$ cat src/fbo_pkg.sv
// Shared constants for the flash buffer operations and status read block
package fbo_pkg;
    // ------------------------------------------------------------
    // Opcodes
    // ------------------------------------------------------------
    localparam logic [7:0] OP_XFER_B1 = 8'h53;
    localparam logic [7:0] OP_XFER_B2 = 8'h55;
    localparam logic [7:0] OP_COMP_B1 = 8'h60;
    localparam logic [7:0] OP_COMP_B2 = 8'h61;
    localparam logic [7:0] OP_RWR_B1 = 8'h58;
    localparam logic [7:0] OP_RWR_B2 = 8'h59;
    localparam logic [7:0] OP_STATUS = 8'hD7;
    // ------------------------------------------------------------
    // Serial framing and address layout
    // ------------------------------------------------------------
    localparam logic [5:0] OPC_LAST_BIT = 6'h07;
    localparam logic [5:0] ADR_LAST_BIT = 6'h1F;
    localparam logic [5:0] CMD_BITS = 6'h20;
    localparam logic [5:0] CNT_MAX = 6'h3F;
    localparam int PAGE_W = 11;
    localparam int STD_PAGE_LSB = 9;
    localparam int BIN_PAGE_LSB = 8;
    // ------------------------------------------------------------
    // First status byte field positions
    // ------------------------------------------------------------
    localparam int ST_READY_BIT = 7;
    localparam int ST_COMP_BIT = 6;
    localparam int ST_PROT_BIT = 1;
    localparam int ST_PSIZE_BIT = 0;
    localparam logic [3:0] DENSITY_CODE = 4'h5; // Arbitrary value, not a real part code
    localparam logic [2:0] BIT_TOP = 3'h7;
    // ------------------------------------------------------------
    // Timing: times in ns, counts in 100 MHz cycles (round down)
    // ------------------------------------------------------------
    localparam int CLK_PERIOD_NS = 10;
    localparam int PAGE_TRANSFER_TIME_NS = 200000;
    localparam int PAGE_COMPARE_TIME_NS = 200000;
    localparam int PAGE_REWRITE_TIME_NS = 4000000;
    localparam int XFER_CYC = PAGE_TRANSFER_TIME_NS / CLK_PERIOD_NS;
    localparam int COMP_CYC = PAGE_COMPARE_TIME_NS / CLK_PERIOD_NS;
    localparam int RWR_CYC = PAGE_REWRITE_TIME_NS / CLK_PERIOD_NS;
    // ------------------------------------------------------------
    // Array operation kinds and engine states
    // ------------------------------------------------------------
    typedef enum logic [1:0] {
        KIND_XFER = 2'h0,
        KIND_COMP = 2'h1,
        KIND_RWR_LOAD = 2'h2,
        KIND_RWR_PROG = 2'h3
    } fbo_kind_t;
    typedef enum logic [2:0] {
        ST_IDLE = 3'h0,
        ST_XFER = 3'h1,
        ST_COMP = 3'h3,
        ST_RWR_LOAD = 3'h2,
        ST_RWR_PROG = 3'h6
    } fbo_state_t;
endpackage

$ cat src/fbo_sync.sv
// Two-flop synchroniser for a group of pin inputs
`timescale 1ns/10ps
`default_nettype none
module fbo_sync #(
    parameter int WIDTH = 3
) (
    input wire logic clock,
    input wire logic reset,
    input wire logic [WIDTH-1:0] async_in,
    output logic [WIDTH-1:0] sync_out
);
    // ------------------------------------------------------------
    // Storage
    // ------------------------------------------------------------
    logic [WIDTH-1:0] meta_q; // First stage, read only by second
    logic [WIDTH-1:0] meta_d;
    logic [WIDTH-1:0] sync_d;

    // Next values
    always_comb begin
        meta_d = async_in;
        sync_d = meta_q;
    end

    // Register both stages; pins idle high
    always_ff @(posedge clock) begin
        if (reset) begin
            meta_q <= '1;
            sync_out <= '1;
        end else begin
            meta_q <= meta_d;
            sync_out <= sync_d;
        end
    end
endmodule
`default_nettype wire

$ cat src/fbo_top.sv
// Serial flash buffer transfer, compare, page rewrite and status read
// Function
// - Transfer opcodes 53h and 55h, three address bytes
// - Standard size: 4 dummy, 11 page, 9 dummy
// - Binary size: 5 dummy, 11 page, 8 dummy
// - Shift while select low; start on select rise
// - Report busy during page transfer
// - Compare opcodes 60h and 61h, same address
// - Compare busy, then bit 6 mismatch result
// - Rewrite opcodes 58h and 59h with address
// - Rewrite loads buffer then programs page back
// - Data after rewrite address means read-modify-write
// - Opcode D7h streams status on every clock
// - Status bytes repeat while select stays low
// - Status resampled per bit; ready in both
// - Status read accepted at any time
// - Select rise ends read, output released
// - Bit 7: 0 busy, 1 ready
// - Bit 1: sector protection enabled
// - Bit 0: 0 standard page, 1 binary page
`timescale 1ns/10ps
`default_nettype none
module fbo_top
    import fbo_pkg::*;
#(
    parameter int XFER_CYCLES = fbo_pkg::XFER_CYC,
    parameter int COMP_CYCLES = fbo_pkg::COMP_CYC,
    parameter int RWR_CYCLES = fbo_pkg::RWR_CYC
) (
    input wire logic clock,
    input wire logic reset,
    input wire logic cs_n_pin, // Chip select, active low
    input wire logic sck_pin, // Serial clock, mode 0 or 3
    input wire logic si_pin, // Serial data in
    output logic so_out, // Serial data out
    output logic so_oe, // Serial out enable
    input wire logic protect_en, // Sector protection state
    input wire logic page_bin, // 1 = binary page size
    input wire logic array_mismatch, // Compare result from array
    output logic arr_start, // One-cycle array op start
    output fbo_pkg::fbo_kind_t arr_kind, // Array op kind
    output logic arr_buffer, // 0 = first buffer
    output logic [fbo_pkg::PAGE_W-1:0] arr_page, // Page index
    output logic arr_rmw, // Rewrite with data bytes
    output logic busy // Internal operation running
);
    import fbo_pkg::*;

    // ------------------------------------------------------------
    // Pin synchronisation and edge detection
    // ------------------------------------------------------------
    logic [2:0] pins_s; // Synchronised cs_n, sck, si
    logic cs_s, sck_s, si_s;
    logic cs_p_q, sck_p_q; // Previous synchronised levels
    logic cs_p_d, sck_p_d;
    logic sck_rise, sck_fall, cs_rise;

    fbo_sync #(.WIDTH(3)) u_sync (
        .clock(clock),
        .reset(reset),
        .async_in({cs_n_pin, sck_pin, si_pin}),
        .sync_out(pins_s)
    );

    assign cs_s = pins_s[2];
    assign sck_s = pins_s[1];
    assign si_s = pins_s[0];
    assign sck_rise = !cs_s && sck_s && !sck_p_q;
    assign sck_fall = !cs_s && !sck_s && sck_p_q;
    assign cs_rise = cs_s && !cs_p_q;

    // ------------------------------------------------------------
    // Serial front end
    // ------------------------------------------------------------
    logic [5:0] bit_cnt_q, bit_cnt_d; // Bits taken this frame
    logic [31:0] shreg_q, shreg_d; // Opcode and address shifter
    logic [7:0] opcode_q, opcode_d; // Captured opcode
    logic [23:0] addr_q, addr_d; // Captured address bytes
    logic fmt_bin_q, fmt_bin_d; // Page format at command time
    logic data_seen_q, data_seen_d; // Bytes after the address
    logic stat_mode_q, stat_mode_d; // Status stream active
    logic [2:0] st_idx_q, st_idx_d; // Next status bit index
    logic st_second_q, st_second_d; // Second byte in progress
    logic comp_q, comp_d; // Last compare result
    logic so_d, so_oe_d;
    logic [7:0] status_first_byte; // Live first status byte
    logic [7:0] status_second_byte; // Live second status byte
    logic [7:0] cur_byte;

    // Live status, sampled again at every bit
    always_comb begin
        status_first_byte = {busy ? 1'b0 : 1'b1, 1'b0, DENSITY_CODE, 2'b00};
        status_first_byte[ST_COMP_BIT] = comp_q;
        status_first_byte[ST_PROT_BIT] = protect_en;
        status_first_byte[ST_PSIZE_BIT] = page_bin;
        status_second_byte = 8'h00;
        status_second_byte[ST_READY_BIT] = !busy;
        cur_byte = st_second_q ? status_second_byte : status_first_byte;
    end

    // Next-state of the shifter and status streamer
    always_comb begin
        bit_cnt_d = bit_cnt_q;
        shreg_d = shreg_q;
        opcode_d = opcode_q;
        addr_d = addr_q;
        fmt_bin_d = fmt_bin_q;
        data_seen_d = data_seen_q;
        stat_mode_d = stat_mode_q;
        st_idx_d = st_idx_q;
        st_second_d = st_second_q;
        so_d = so_out;
        so_oe_d = so_oe;
        cs_p_d = cs_s;
        sck_p_d = sck_s;
        if (cs_s) begin
            // Select high: frame over, output released
            bit_cnt_d = 6'h00;
            data_seen_d = 1'b0;
            stat_mode_d = 1'b0;
            so_oe_d = 1'b0;
        end else begin
            if (sck_rise) begin
                // Sample on rising edge while select low
                shreg_d = {shreg_q[30:0], si_s};
                if (bit_cnt_q != CNT_MAX) begin
                    bit_cnt_d = bit_cnt_q + 6'h01;
                end
                if (bit_cnt_q == OPC_LAST_BIT) begin
                    opcode_d = {shreg_q[6:0], si_s};
                    fmt_bin_d = page_bin;
                    if ({shreg_q[6:0], si_s} == OP_STATUS) begin
                        stat_mode_d = 1'b1;
                        st_idx_d = BIT_TOP;
                        st_second_d = 1'b0;
                    end
                end
                if (bit_cnt_q == ADR_LAST_BIT) begin
                    addr_d = {shreg_q[22:0], si_s};
                end
                if (bit_cnt_q >= CMD_BITS) begin
                    data_seen_d = 1'b1;
                end
            end
            if (sck_fall && stat_mode_q) begin
                // Drive next status bit on falling edge
                so_d = cur_byte[st_idx_q];
                so_oe_d = 1'b1;
                st_idx_d = st_idx_q - 3'h1;
                if (st_idx_q == 3'h0) begin
                    st_second_d = !st_second_q;
                end
            end
        end
    end

    // Register the front end
    always_ff @(posedge clock) begin
        if (reset) begin
            bit_cnt_q <= 6'h00;
            shreg_q <= 32'h0000_0000;
            opcode_q <= 8'h00;
            addr_q <= 24'h00_0000;
            fmt_bin_q <= 1'b0;
            data_seen_q <= 1'b0;
            stat_mode_q <= 1'b0;
            st_idx_q <= 3'h7;
            st_second_q <= 1'b0;
            so_out <= 1'b0;
            so_oe <= 1'b0;
            cs_p_q <= 1'b1;
            sck_p_q <= 1'b1;
        end else begin
            bit_cnt_q <= bit_cnt_d;
            shreg_q <= shreg_d;
            opcode_q <= opcode_d;
            addr_q <= addr_d;
            fmt_bin_q <= fmt_bin_d;
            data_seen_q <= data_seen_d;
            stat_mode_q <= stat_mode_d;
            st_idx_q <= st_idx_d;
            st_second_q <= st_second_d;
            so_out <= so_d;
            so_oe <= so_oe_d;
            cs_p_q <= cs_p_d;
            sck_p_q <= sck_p_d;
        end
    end

    // ------------------------------------------------------------
    // Operation engine
    // ------------------------------------------------------------
    fbo_state_t state_q, state_d; // Engine state
    logic [31:0] timer_q, timer_d; // Cycles left in phase
    logic arr_start_d, arr_buffer_d, arr_rmw_d, busy_d;
    fbo_kind_t arr_kind_d;
    logic [PAGE_W-1:0] arr_page_d;
    logic [PAGE_W-1:0] page_idx; // Decoded page index
    logic cmd_whole; // Opcode plus three address bytes

    // Page index per latched format
    always_comb begin
        if (fmt_bin_q) begin
            page_idx = addr_q[BIN_PAGE_LSB +: PAGE_W];
        end else begin
            page_idx = addr_q[STD_PAGE_LSB +: PAGE_W];
        end
        cmd_whole = bit_cnt_q >= CMD_BITS;
    end

    // Engine next values
    always_comb begin
        state_d = state_q;
        timer_d = timer_q;
        comp_d = comp_q;
        arr_start_d = 1'b0;
        arr_kind_d = arr_kind;
        arr_buffer_d = arr_buffer;
        arr_page_d = arr_page;
        arr_rmw_d = arr_rmw;
        unique case (state_q)
            ST_IDLE: begin
                // Start only on select rise with a whole command
                if (cs_rise && cmd_whole && !stat_mode_q) begin
                    arr_page_d = page_idx;
                    arr_buffer_d = opcode_q[0] ^ (opcode_q == OP_XFER_B2);
                    arr_rmw_d = 1'b0;
                    unique case (opcode_q)
                        OP_XFER_B1, OP_XFER_B2: begin
                            arr_buffer_d = opcode_q == OP_XFER_B2;
                            arr_kind_d = KIND_XFER;
                            arr_start_d = 1'b1;
                            timer_d = 32'(XFER_CYCLES - 1);
                            state_d = ST_XFER;
                        end
                        OP_COMP_B1, OP_COMP_B2: begin
                            arr_buffer_d = opcode_q == OP_COMP_B2;
                            arr_kind_d = KIND_COMP;
                            arr_start_d = 1'b1;
                            timer_d = 32'(COMP_CYCLES - 1);
                            state_d = ST_COMP;
                        end
                        OP_RWR_B1, OP_RWR_B2: begin
                            arr_buffer_d = opcode_q == OP_RWR_B2;
                            arr_kind_d = KIND_RWR_LOAD;
                            arr_rmw_d = data_seen_q;
                            arr_start_d = 1'b1;
                            timer_d = 32'(XFER_CYCLES - 1);
                            state_d = ST_RWR_LOAD;
                        end
                        default: begin
                            // Other opcodes belong to other blocks
                            state_d = ST_IDLE;
                        end
                    endcase
                end
            end
            ST_XFER: begin
                // Page to buffer copy in progress
                timer_d = timer_q - 32'd1;
                if (timer_q == 32'd0) begin
                    state_d = ST_IDLE;
                end
            end
            ST_COMP: begin
                // Compare in progress; result lands at the end
                timer_d = timer_q - 32'd1;
                if (timer_q == 32'd0) begin
                    comp_d = array_mismatch;
                    state_d = ST_IDLE;
                end
            end
            ST_RWR_LOAD: begin
                // Load phase, then program the same page back
                timer_d = timer_q - 32'd1;
                if (timer_q == 32'd0) begin
                    arr_kind_d = KIND_RWR_PROG;
                    arr_start_d = 1'b1;
                    timer_d = 32'(RWR_CYCLES - 1);
                    state_d = ST_RWR_PROG;
                end
            end
            ST_RWR_PROG: begin
                // Program phase
                timer_d = timer_q - 32'd1;
                if (timer_q == 32'd0) begin
                    state_d = ST_IDLE;
                end
            end
            default: begin
                // Illegal code recovers to idle
                state_d = ST_IDLE;
            end
        endcase
        busy_d = state_d != ST_IDLE;
    end

    // Register the engine
    always_ff @(posedge clock) begin
        if (reset) begin
            state_q <= ST_IDLE;
            timer_q <= 32'h0000_0000;
            comp_q <= 1'b0;
            arr_start <= 1'b0;
            arr_kind <= KIND_XFER;
            arr_buffer <= 1'b0;
            arr_page <= '0;
            arr_rmw <= 1'b0;
            busy <= 1'b0;
        end else begin
            state_q <= state_d;
            timer_q <= timer_d;
            comp_q <= comp_d;
            arr_start <= arr_start_d;
            arr_kind <= arr_kind_d;
            arr_buffer <= arr_buffer_d;
            arr_page <= arr_page_d;
            arr_rmw <= arr_rmw_d;
            busy <= busy_d;
        end
    end
endmodule
`default_nettype wire

$ cat config.mk
export PLATFORM = sky130hd
export DESIGN_NAME = fbo_top
export DESIGN_NICKNAME = d
export VERILOG_FILES = /design/src/fbo_pkg.sv /design/src/fbo_sync.sv /design/src/fbo_top.sv
export SDC_FILE = /design/constraint.sdc
export NUM_CORES = 1
export LEC_CHECK = 0
export BUFFER_PORTS_ARGS = -buffer_cell sky130_fd_sc_hd__clkbuf_2
export CORE_UTILIZATION = 50
export DETAILED_ROUTE_END_ITERATION = 10
export PLACE_DENSITY = 0.75
export SLEW_MARGIN = 20
export SYNTH_ARGS = -nofsm -noshare
export SYNTH_HDL_FRONTEND = slang
export SYNTH_HIERARCHICAL = 1
export SYNTH_SLANG_ARGS = --single-unit
export TNS_END_PERCENT = 1
$ cat constraint.sdc
create_clock -name clock -period 5.9 [get_ports clock]
set_clock_uncertainty 0.2 [all_clocks]
set_input_delay 0.295 -clock clock [delete_from_list [all_inputs] [get_ports clock]]
set_output_delay 0.295 -clock clock [all_outputs]
set_load 0.01 [all_outputs]
==> impl_metrics.yaml, run 1 <==
die:
  placementRows: 37
  initial_utilization: 0.511
  core-area_mm2: 0.0103
  die_h_um: 105
  ios: 27
  die_area_mm2: 0.0109
  die_w_um: 105
grt:
  grt_pass1_wl_um: 20600
  grt_use_total: 0.235
  grt.met3_usage: 0.0702
  grt-busiest-layer: "met2"
  grt_pass1_vias: 4485
  antenna_found_initial: 0
  grt_max_degree: 69
  grt_overflow: 0
  grt_use_met2: 0.395
  met1_usage: 0.269
setup_path:
  r2r_cells: 7
  cp-end-kind: "register"
  critical_path_class: "reg2reg"
  required_ps: 6090
  worst-path-max-fanout: 19
  cp.arrival_ps: 3230
  cp-start-kind: "register"
clock_tree:
  clk_path_buf_depth: 2
  clock_sinks: 115
  root_buffer: "clkbuf_8"
  cts_tree: "yes"
  htreeDepth: 4
  clk_pin_slew_worst_paths_ps: 60
  cts_setup_buffers: 0
  clk_latency_ps: 520
  numCtsBuffers: 17
synthesis:
  synth_top_area_share: 0.438
  synth_seq_cells: 115
  synth_top_area_cell: "dfxtp_1"
  async_reset_ff_frac: 0
  ys_seq_area_frac: 0.438
  syn-num-nets: 620
  synth_area_leaders: "dfxtp_1 44%, mux2i_1 6.7%, nand2_1 4.9%"
  syn_area_per_cell_um2: 8.66
  netlist_area_mm2: 0.00526
  yosysWarnings: 6
  synthCells: 607
  synth_edf_count: 0
  ys.flop_type: "dfxtp_1"
  synth_cell_types: 68
finish:
  drive_gt1_frac: 0.128
  stdcell_count: 782
  utilization: 0.596
  nets: 646
  syn_to_final_growth_pct: 16.6
  num_antenna_cells: 0
power:
  peakVddDrop_mv: 0.264
  p_leak_nw: 2.31
  p_per_area_mw_per_mm2: 301
sta:
  maxSlewViolCount: 0
  rsz0062_at_grt: "false"
  setup_ws_ps: 2860
  final-setup-viol-count: 0
  fmax_mhz: 329
  worstMarginPinSlew_ps: 776
  min_period_over_period: 0.515
  period_needed_ps: 3040
  setup_tns_ps: 0
  hold_viol_final: 0
  relSlewSlack: 0.478
place:
  dp_cells: 745
  dp_slack_ps: 2940
  place_congestion: 0.896
  io_buffers: 26
  dpl.hpwl_um: 8170
route:
  drcViolationCount: 0
  drtAntennaViolNets: 0
  wirelength_um: 12300
  post_drt_wl_per_cell_um: 15.7
  drtPass1Iterations: 5
  drt_iter0_markers: 271
  vias: 4593
  viasPerCell: 5.87
run:
  maxCapViolCount: 0
hold_path:
  hold_class: "in2reg"
  whs_path_depth: 4
status:
  outcome: "completed"
[cell families after synthesis]
group,synth area share
and+or+nand+nor,0.279
muxes,0.0693
DFF,0.438
buffers and inverters,0.0357
AOI/OAI and AO/OA,0.144
xor gates and xnor gates,0.0217
adders and majority gates,0.0119
[metal layers]
layer	up-vias	wire length [µm]
li1	2243	-
met2	129	6060
met5	-	0
met1	2182	5350
met4	0	367
met3	39	533
[what timing repair did]
| item | in CTS | in global routing |
|---|---|---|
| hold buffers | 5 | 0 |
| endpoints found under the hold margin | 5 | 0 |
| gates resized for setup | 0 | 0 |
[state kept, by name, summed over array words and instances, names as in the netlist]
| register | flops |
|---|---|
| u_sync/meta_q | 3 |
| arr_page | 11 |
| shreg_q | 19 |
| busy | 1 |
| addr_q | 12 |
| arr_buffer | 1 |
| data_seen_q | 1 |
| cs_p_q | 1 |
| arr_start | 1 |
| timer_q | 32 |
| st_second_q | 1 |
| fmt_bin_q | 1 |
| state_q | 3 |
| so_oe | 1 |
| st_idx_q | 3 |
| stat_mode_q | 1 |
| u_sync/sync_out | 3 |
| so_out | 1 |
| sck_p_q | 1 |
| bit_cnt_q | 6 |
| opcode_q | 8 |
| arr_kind | 2 |
| comp_q | 1 |
| arr_rmw | 1 |
[area by class of cell]
class / instances / area, µm²
tap: 136 / 170
clock inverter: 13 / 159
fill: 875 / 4150
timing repair buffer: 37 / 225
clock buffer: 19 / 422
sequential: 115 / 2300
inverter: 16 / 60.1
multi-input combinational: 446 / 2790
[per-stage QoR]
step	instance area [µm²]	power, mW	hold WS (ps)
floorplan	5260	0.840	183
global placement	5490	0.848	188
detailed placement	5490	0.850	192
CTS	6120	1.86	41.3
global route	6130	1.90	69.4
finish	6130	1.84	49.0
[critical path, stage by stage, from the launching register on]
cell	delay, ps
dfxtp_1	350
inv_1	90
ha_1	200
or3b_2	520
nor4_4	420
nand4_2	540
nand2_1	430
o211ai_1	150
[worst paths after layout]
kind / startpoint / end / slack [ps]
worst max register to register: timer_q[0]$_SDFFE_PP0P_ / timer_q[21]$_SDFFE_PP0P_ / 2860
worst min register to register: u_sync/meta_q[2]$_SDFF_PP1_ / u_sync/sync_out[2]$_SDFF_PP1_ / 210
worst min-delay path: protect_en / so_out$_SDFFE_PP0P_ / 50
worst max-delay path: timer_q[0]$_SDFFE_PP0P_ / timer_q[21]$_SDFFE_PP0P_ / 2860
[layout by cell type (no fill, tap or decap), drive strengths merged, types with 18 or more instances in the layout]
| master | count |
|---|---|
| dfxtp | 115 |
| nand2 | 68 |
| nor2 | 64 |
| clkbuf | 45 |
| mux2i | 36 |
| a21oi | 33 |
| nor3 | 29 |
| nand3 | 20 |
| a31oi | 19 |
| inv | 18 |
[cells in the mapped netlist (all sizes together), types with 2 or more instances]
cell and n:
o21ai 8, clkbuf 25, nand2 68, and3 7, or3b 4, nand2b 9, or3 12, a31oi 19
mux2i 36, o21bai 2, a2111o 2, inv 16, a211oi 17, nor2 64, xnor2 7, o41a 2
nor3b 3, nand3b 6, or4 6, nor2b 2, nand3 20, xor2 6, ha 5, and2 2
buf 5, nor3 29, nor4 17, nand4 7, o21a 3, or2 15, dfxtp 115, a21oi 33
o211ai 4, o311ai 4, a2bb2oi 2, a311oi 3, nand4b 4, o211a 2
[power by group]
group | total [mW] | switching, mW | internal, mW
Sequential | 0.783 | 0.00275 | 0.781
Combinational | 0.0536 | 0.0372 | 0.0164
Clock | 1.01 | 0.365 | 0.642
(Power assumes the default switching activity.)
==> run 2, diff against run 1 <==
--- a/config.mk
+++ b/config.mk
@@ -5,10 +5,11 @@
 export SDC_FILE = /design/constraint.sdc
 export NUM_CORES = 1
 export LEC_CHECK = 0
+export ABC_AREA = 1
 export BUFFER_PORTS_ARGS = -buffer_cell sky130_fd_sc_hd__clkbuf_2
 export CORE_UTILIZATION = 50
 export DETAILED_ROUTE_END_ITERATION = 10
-export PLACE_DENSITY = 0.75
+export PLACE_DENSITY = 0.78
 export SLEW_MARGIN = 20
 export SYNTH_ARGS = -nofsm -noshare
 export SYNTH_HDL_FRONTEND = slang
==> constraint.sdc (replaced) <==
create_clock -name clock -period 2.53 [get_ports clock]
set_clock_uncertainty 0.2 [all_clocks]
set_input_delay 0.1265 -clock clock [delete_from_list [all_inputs] [get_ports clock]]
set_output_delay 0.1265 -clock clock [all_outputs]
set_load 0.01 [all_outputs]
==> run 2 against run 1 <==
Against the previous run: cell count increased by 24%; sequential cell count stayed put; critical path depth grew 3; register-to-register slack lost 2400 ps; total power up 130%; sequential power up 130%; routed wire length fell by 4.6%; area after synthesis up 5.1%; largest cell class unchanged.
==> impl_metrics.yaml, run 2 <==
status:
  outcome: "completed"
synthesis:
  synth_seq_cells: 115
  yosysMostFrequentCell: "nand2_1"
  netlist_area_mm2: 0.00552
  ys.flop_type: "dfxtp_1"
  syn_area_per_cell_um2: 7.09
  synth_top_area_share: 0.417
  synth_area_leaders: "dfxtp_1 42%, nand2_1 9.1%, a21oi_1 8.3%"
  synth_edf_count: 0
  synth_top_area_cell: "dfxtp_1"
  syn-num-nets: 792
  ys_seq_area_frac: 0.417
  synth_common_cells: "134 x nand2_1, 115 x dfxtp_1, 114 x nor2_1, 92 x a21oi_1, 86 x inv_1"
  synth_cell_types: 40
  async_reset_ff_frac: 0
  synthCells: 779
  yosysWarnings: 6
sta:
  setup_tns_ps: 0
  hold_viol_final: 0
  fmax_mhz: 480
  relSlewSlack: 0.509
  period_needed_ps: 2080
  worstMarginPinSlew_ps: 736
  rsz0062_at_grt: "false"
  min_period_over_period: 0.823
  final-setup-viol-count: 0
  maxSlewViolCount: 0
setup_path:
  slowest_delay_ps: 300
  crit_top_cell: "inv_1"
  r2r_cells: 10
  rrSetupSlack_ps: 450
  worst-path-max-fanout: 5
  critical_path_class: "reg2reg"
  required_ps: 2780
  cp.arrival_ps: 2330
  path_buf_inv: 2
  worstReg2RegStart: "timer_q[0]$_SDFFE_PP0P_"
  path_cells: "inv_1 -> ha_1 -> nand3_4 -> nor2_4 -> inv_1 -> nor2_2 -> nand2_1 -> nor2_1 -> o21ai_0 -> a21oi_1"
  cp_top_family: "simple AND/OR/NAND/NOR gates"
  cp_slowest_cell: "dfxtp_1"
  cp-start-kind: "register"
  cp-end-kind: "register"
  worst_r2r_endpoint: "timer_q[5]$_SDFFE_PP0P_"
route:
  viasPerCell: 5.07
  post_drt_wl_per_cell_um: 12.1
  drtAntennaViolNets: 0
  drcViolationCount: 0
  wirelength_um: 11700
  vias: 4899
  drt_iter0_markers: 270
  drtPass1Iterations: 4
finish:
  nets: 827
  largest_reg_flops: 32
  fin_area_mm2: 0.00642
  regArea_mm2: 0.00230
  multiInputGateArea_mm2: 0.00273
  regMostFlops: "timer_q"
  final_common_cell: "nand2_1"
  n_fill_cell: 965
  num_antenna_cells: 0
  reg_top3: "timer_q: 32 flops, shreg_q: 19 flops, addr_q: 12 flops"
  drive_gt1_frac: 0.143
  final_cell_mix: "134 x nand2_1, 115 x dfxtp_1, 114 x nor2_1"
  syn_to_final_growth_pct: 16.2
die:
  die_area_mm2: 0.0115
  initial_utilization: 0.512
  die_h_um: 107
  die_w_um: 107
  core-area_mm2: 0.0108
  placementRows: 38
  ios: 27
clock_tree:
  root_buffer: "clkbuf_8"
  cts_setup_buffers: 0
  cts_tree: "yes"
  numCtsBuffers: 17
  clk_pin_slew_worst_paths_ps: 60
  clk_path_buf_depth: 2
  htreeDepth: 4
  clk_latency_ps: 520
  clock_sinks: 115
power:
  combPwrFrac: 0.015
  peakVddDrop_mv: 0.534
  sw_frac_of_total: 0.213
  p_int_mw: 3.31
  power.switching_uw: 896
  p_clk_frac: 0.551
  p_leak_nw: 2.82
  p_per_area_mw_per_mm2: 655
  pwr-share-seq: 0.434
place:
  placed_area_mm2: 0.00577
  place_congestion: 0.948
  dpl.hpwl_um: 8100
  io_buffers: 26
hold_path:
  whs_path_depth: 4
  hold_path_end: "u_sync/meta_q[1]$_SDFF_PP1_"
  hold_class: "in2reg"
  min-delay-start: "sck_pin"
run:
  maxCapViolCount: 0
grt:
  grt_max_degree: 57
  grt_overflow: 0
  antenna_found_initial: 0
  grt_pass1_vias: 4513
  grt_use_total: 0.224
  grt_pass1_wl_um: 20200
## run 2: what timing repair did
item                                    in CTS  in global routing
gates resized for setup                      0                  0
endpoints found under the setup margin       0                  0
hold buffers                                 7                  0
endpoints found under the hold margin       31                  0
## run 2: layout make-up
cell class | instances | area share
Clock buffer | 22 | 0.0706
Clock inverter | 10 | 0.0191
Inverter | 100 | 0.0585
Multi-Input combinational cell | 541 | 0.426
Sequential cell | 115 | 0.359
Tap cell | 140 | 0.0273
Timing Repair Buffer | 39 | 0.0402
## run 2: worst reg2reg max path: cells and delay by family, from the launching register on
family          cells  cell delay, ps
buf+inv             2             180
fa+ha+maj           1             250
compound gates      2             270
simple gates        5             810
flops               1             300
## run 2: power by group through the flow
| stage | sequential [mW] | combinational, mW | clock (mW) |
|---|---|---|---|
| floorplan | 1.86 | 0.0360 | 0 |
| global placement | 1.86 | 0.0560 | 0 |
| detailed placement | 1.86 | 0.0563 | 0 |
| CTS | 1.82 | 0.0650 | 2.35 |
| global route | 1.82 | 0.0720 | 2.44 |
| finish | 1.82 | 0.0646 | 2.31 |
## run 2: cell families (layout without fill, tap and decap cells)
group | after synthesis | after routing | synth area share
AO/OA/AOI/OAI | 176 | 176 | 0.170
adder cells (fa/ha/maj) | 5 | 5 | 0.0113
XOR/XNOR | 15 | 15 | 0.0238
buffers and inverters | 123 | 171 | 0.0888
flip-flops | 115 | 115 | 0.417
AND/OR/NAND/NOR | 345 | 345 | 0.290
## run 2: per-layer routing
metal  global-route usage  routed length [µm]  vias up
li1                     -                   -     2586
met1                0.279                5580     2242
met2                0.363                5650       59
met3               0.0632                 352       12
met4               0.0949                 161        0
met5                    0                   0        -
## run 2: worst max path at each step
stage	from	end	slack, ps	depth (start not counted)
finish	timer_q[0]$_SDFFE_PP0P_	timer_q[5]$_SDFFE_PP0P_	450	10
global route	timer_q[0]$_SDFFE_PP0P_	timer_q[5]$_SDFFE_PP0P_	240	10
CTS	timer_q[0]$_SDFFE_PP0P_	timer_q[5]$_SDFFE_PP0P_	430	10
detailed placement	timer_q[0]$_SDFFE_PP0P_	timer_q[17]$_SDFFE_PP0P_	520	10
global placement	timer_q[0]$_SDFFE_PP0P_	timer_q[5]$_SDFFE_PP0P_	550	10
floorplan	timer_q[0]$_SDFFE_PP0P_	timer_q[19]$_SDFFE_PP0P_	730	11
## run 2: per-stage QoR
stage	worst slack [ps]	instances	hold WS, ps	util	power, mW
2_1_floorplan	731	779	18.4	-	1.90
3_3_place_gp	554	928	108	0.535	1.92
5_1_grt	240	967	122	0.595	4.33
3_5_place_dp	516	928	108	0.535	1.92
6_report	448	967	125	0.595	4.20
4_1_cts	429	967	101	0.595	4.23
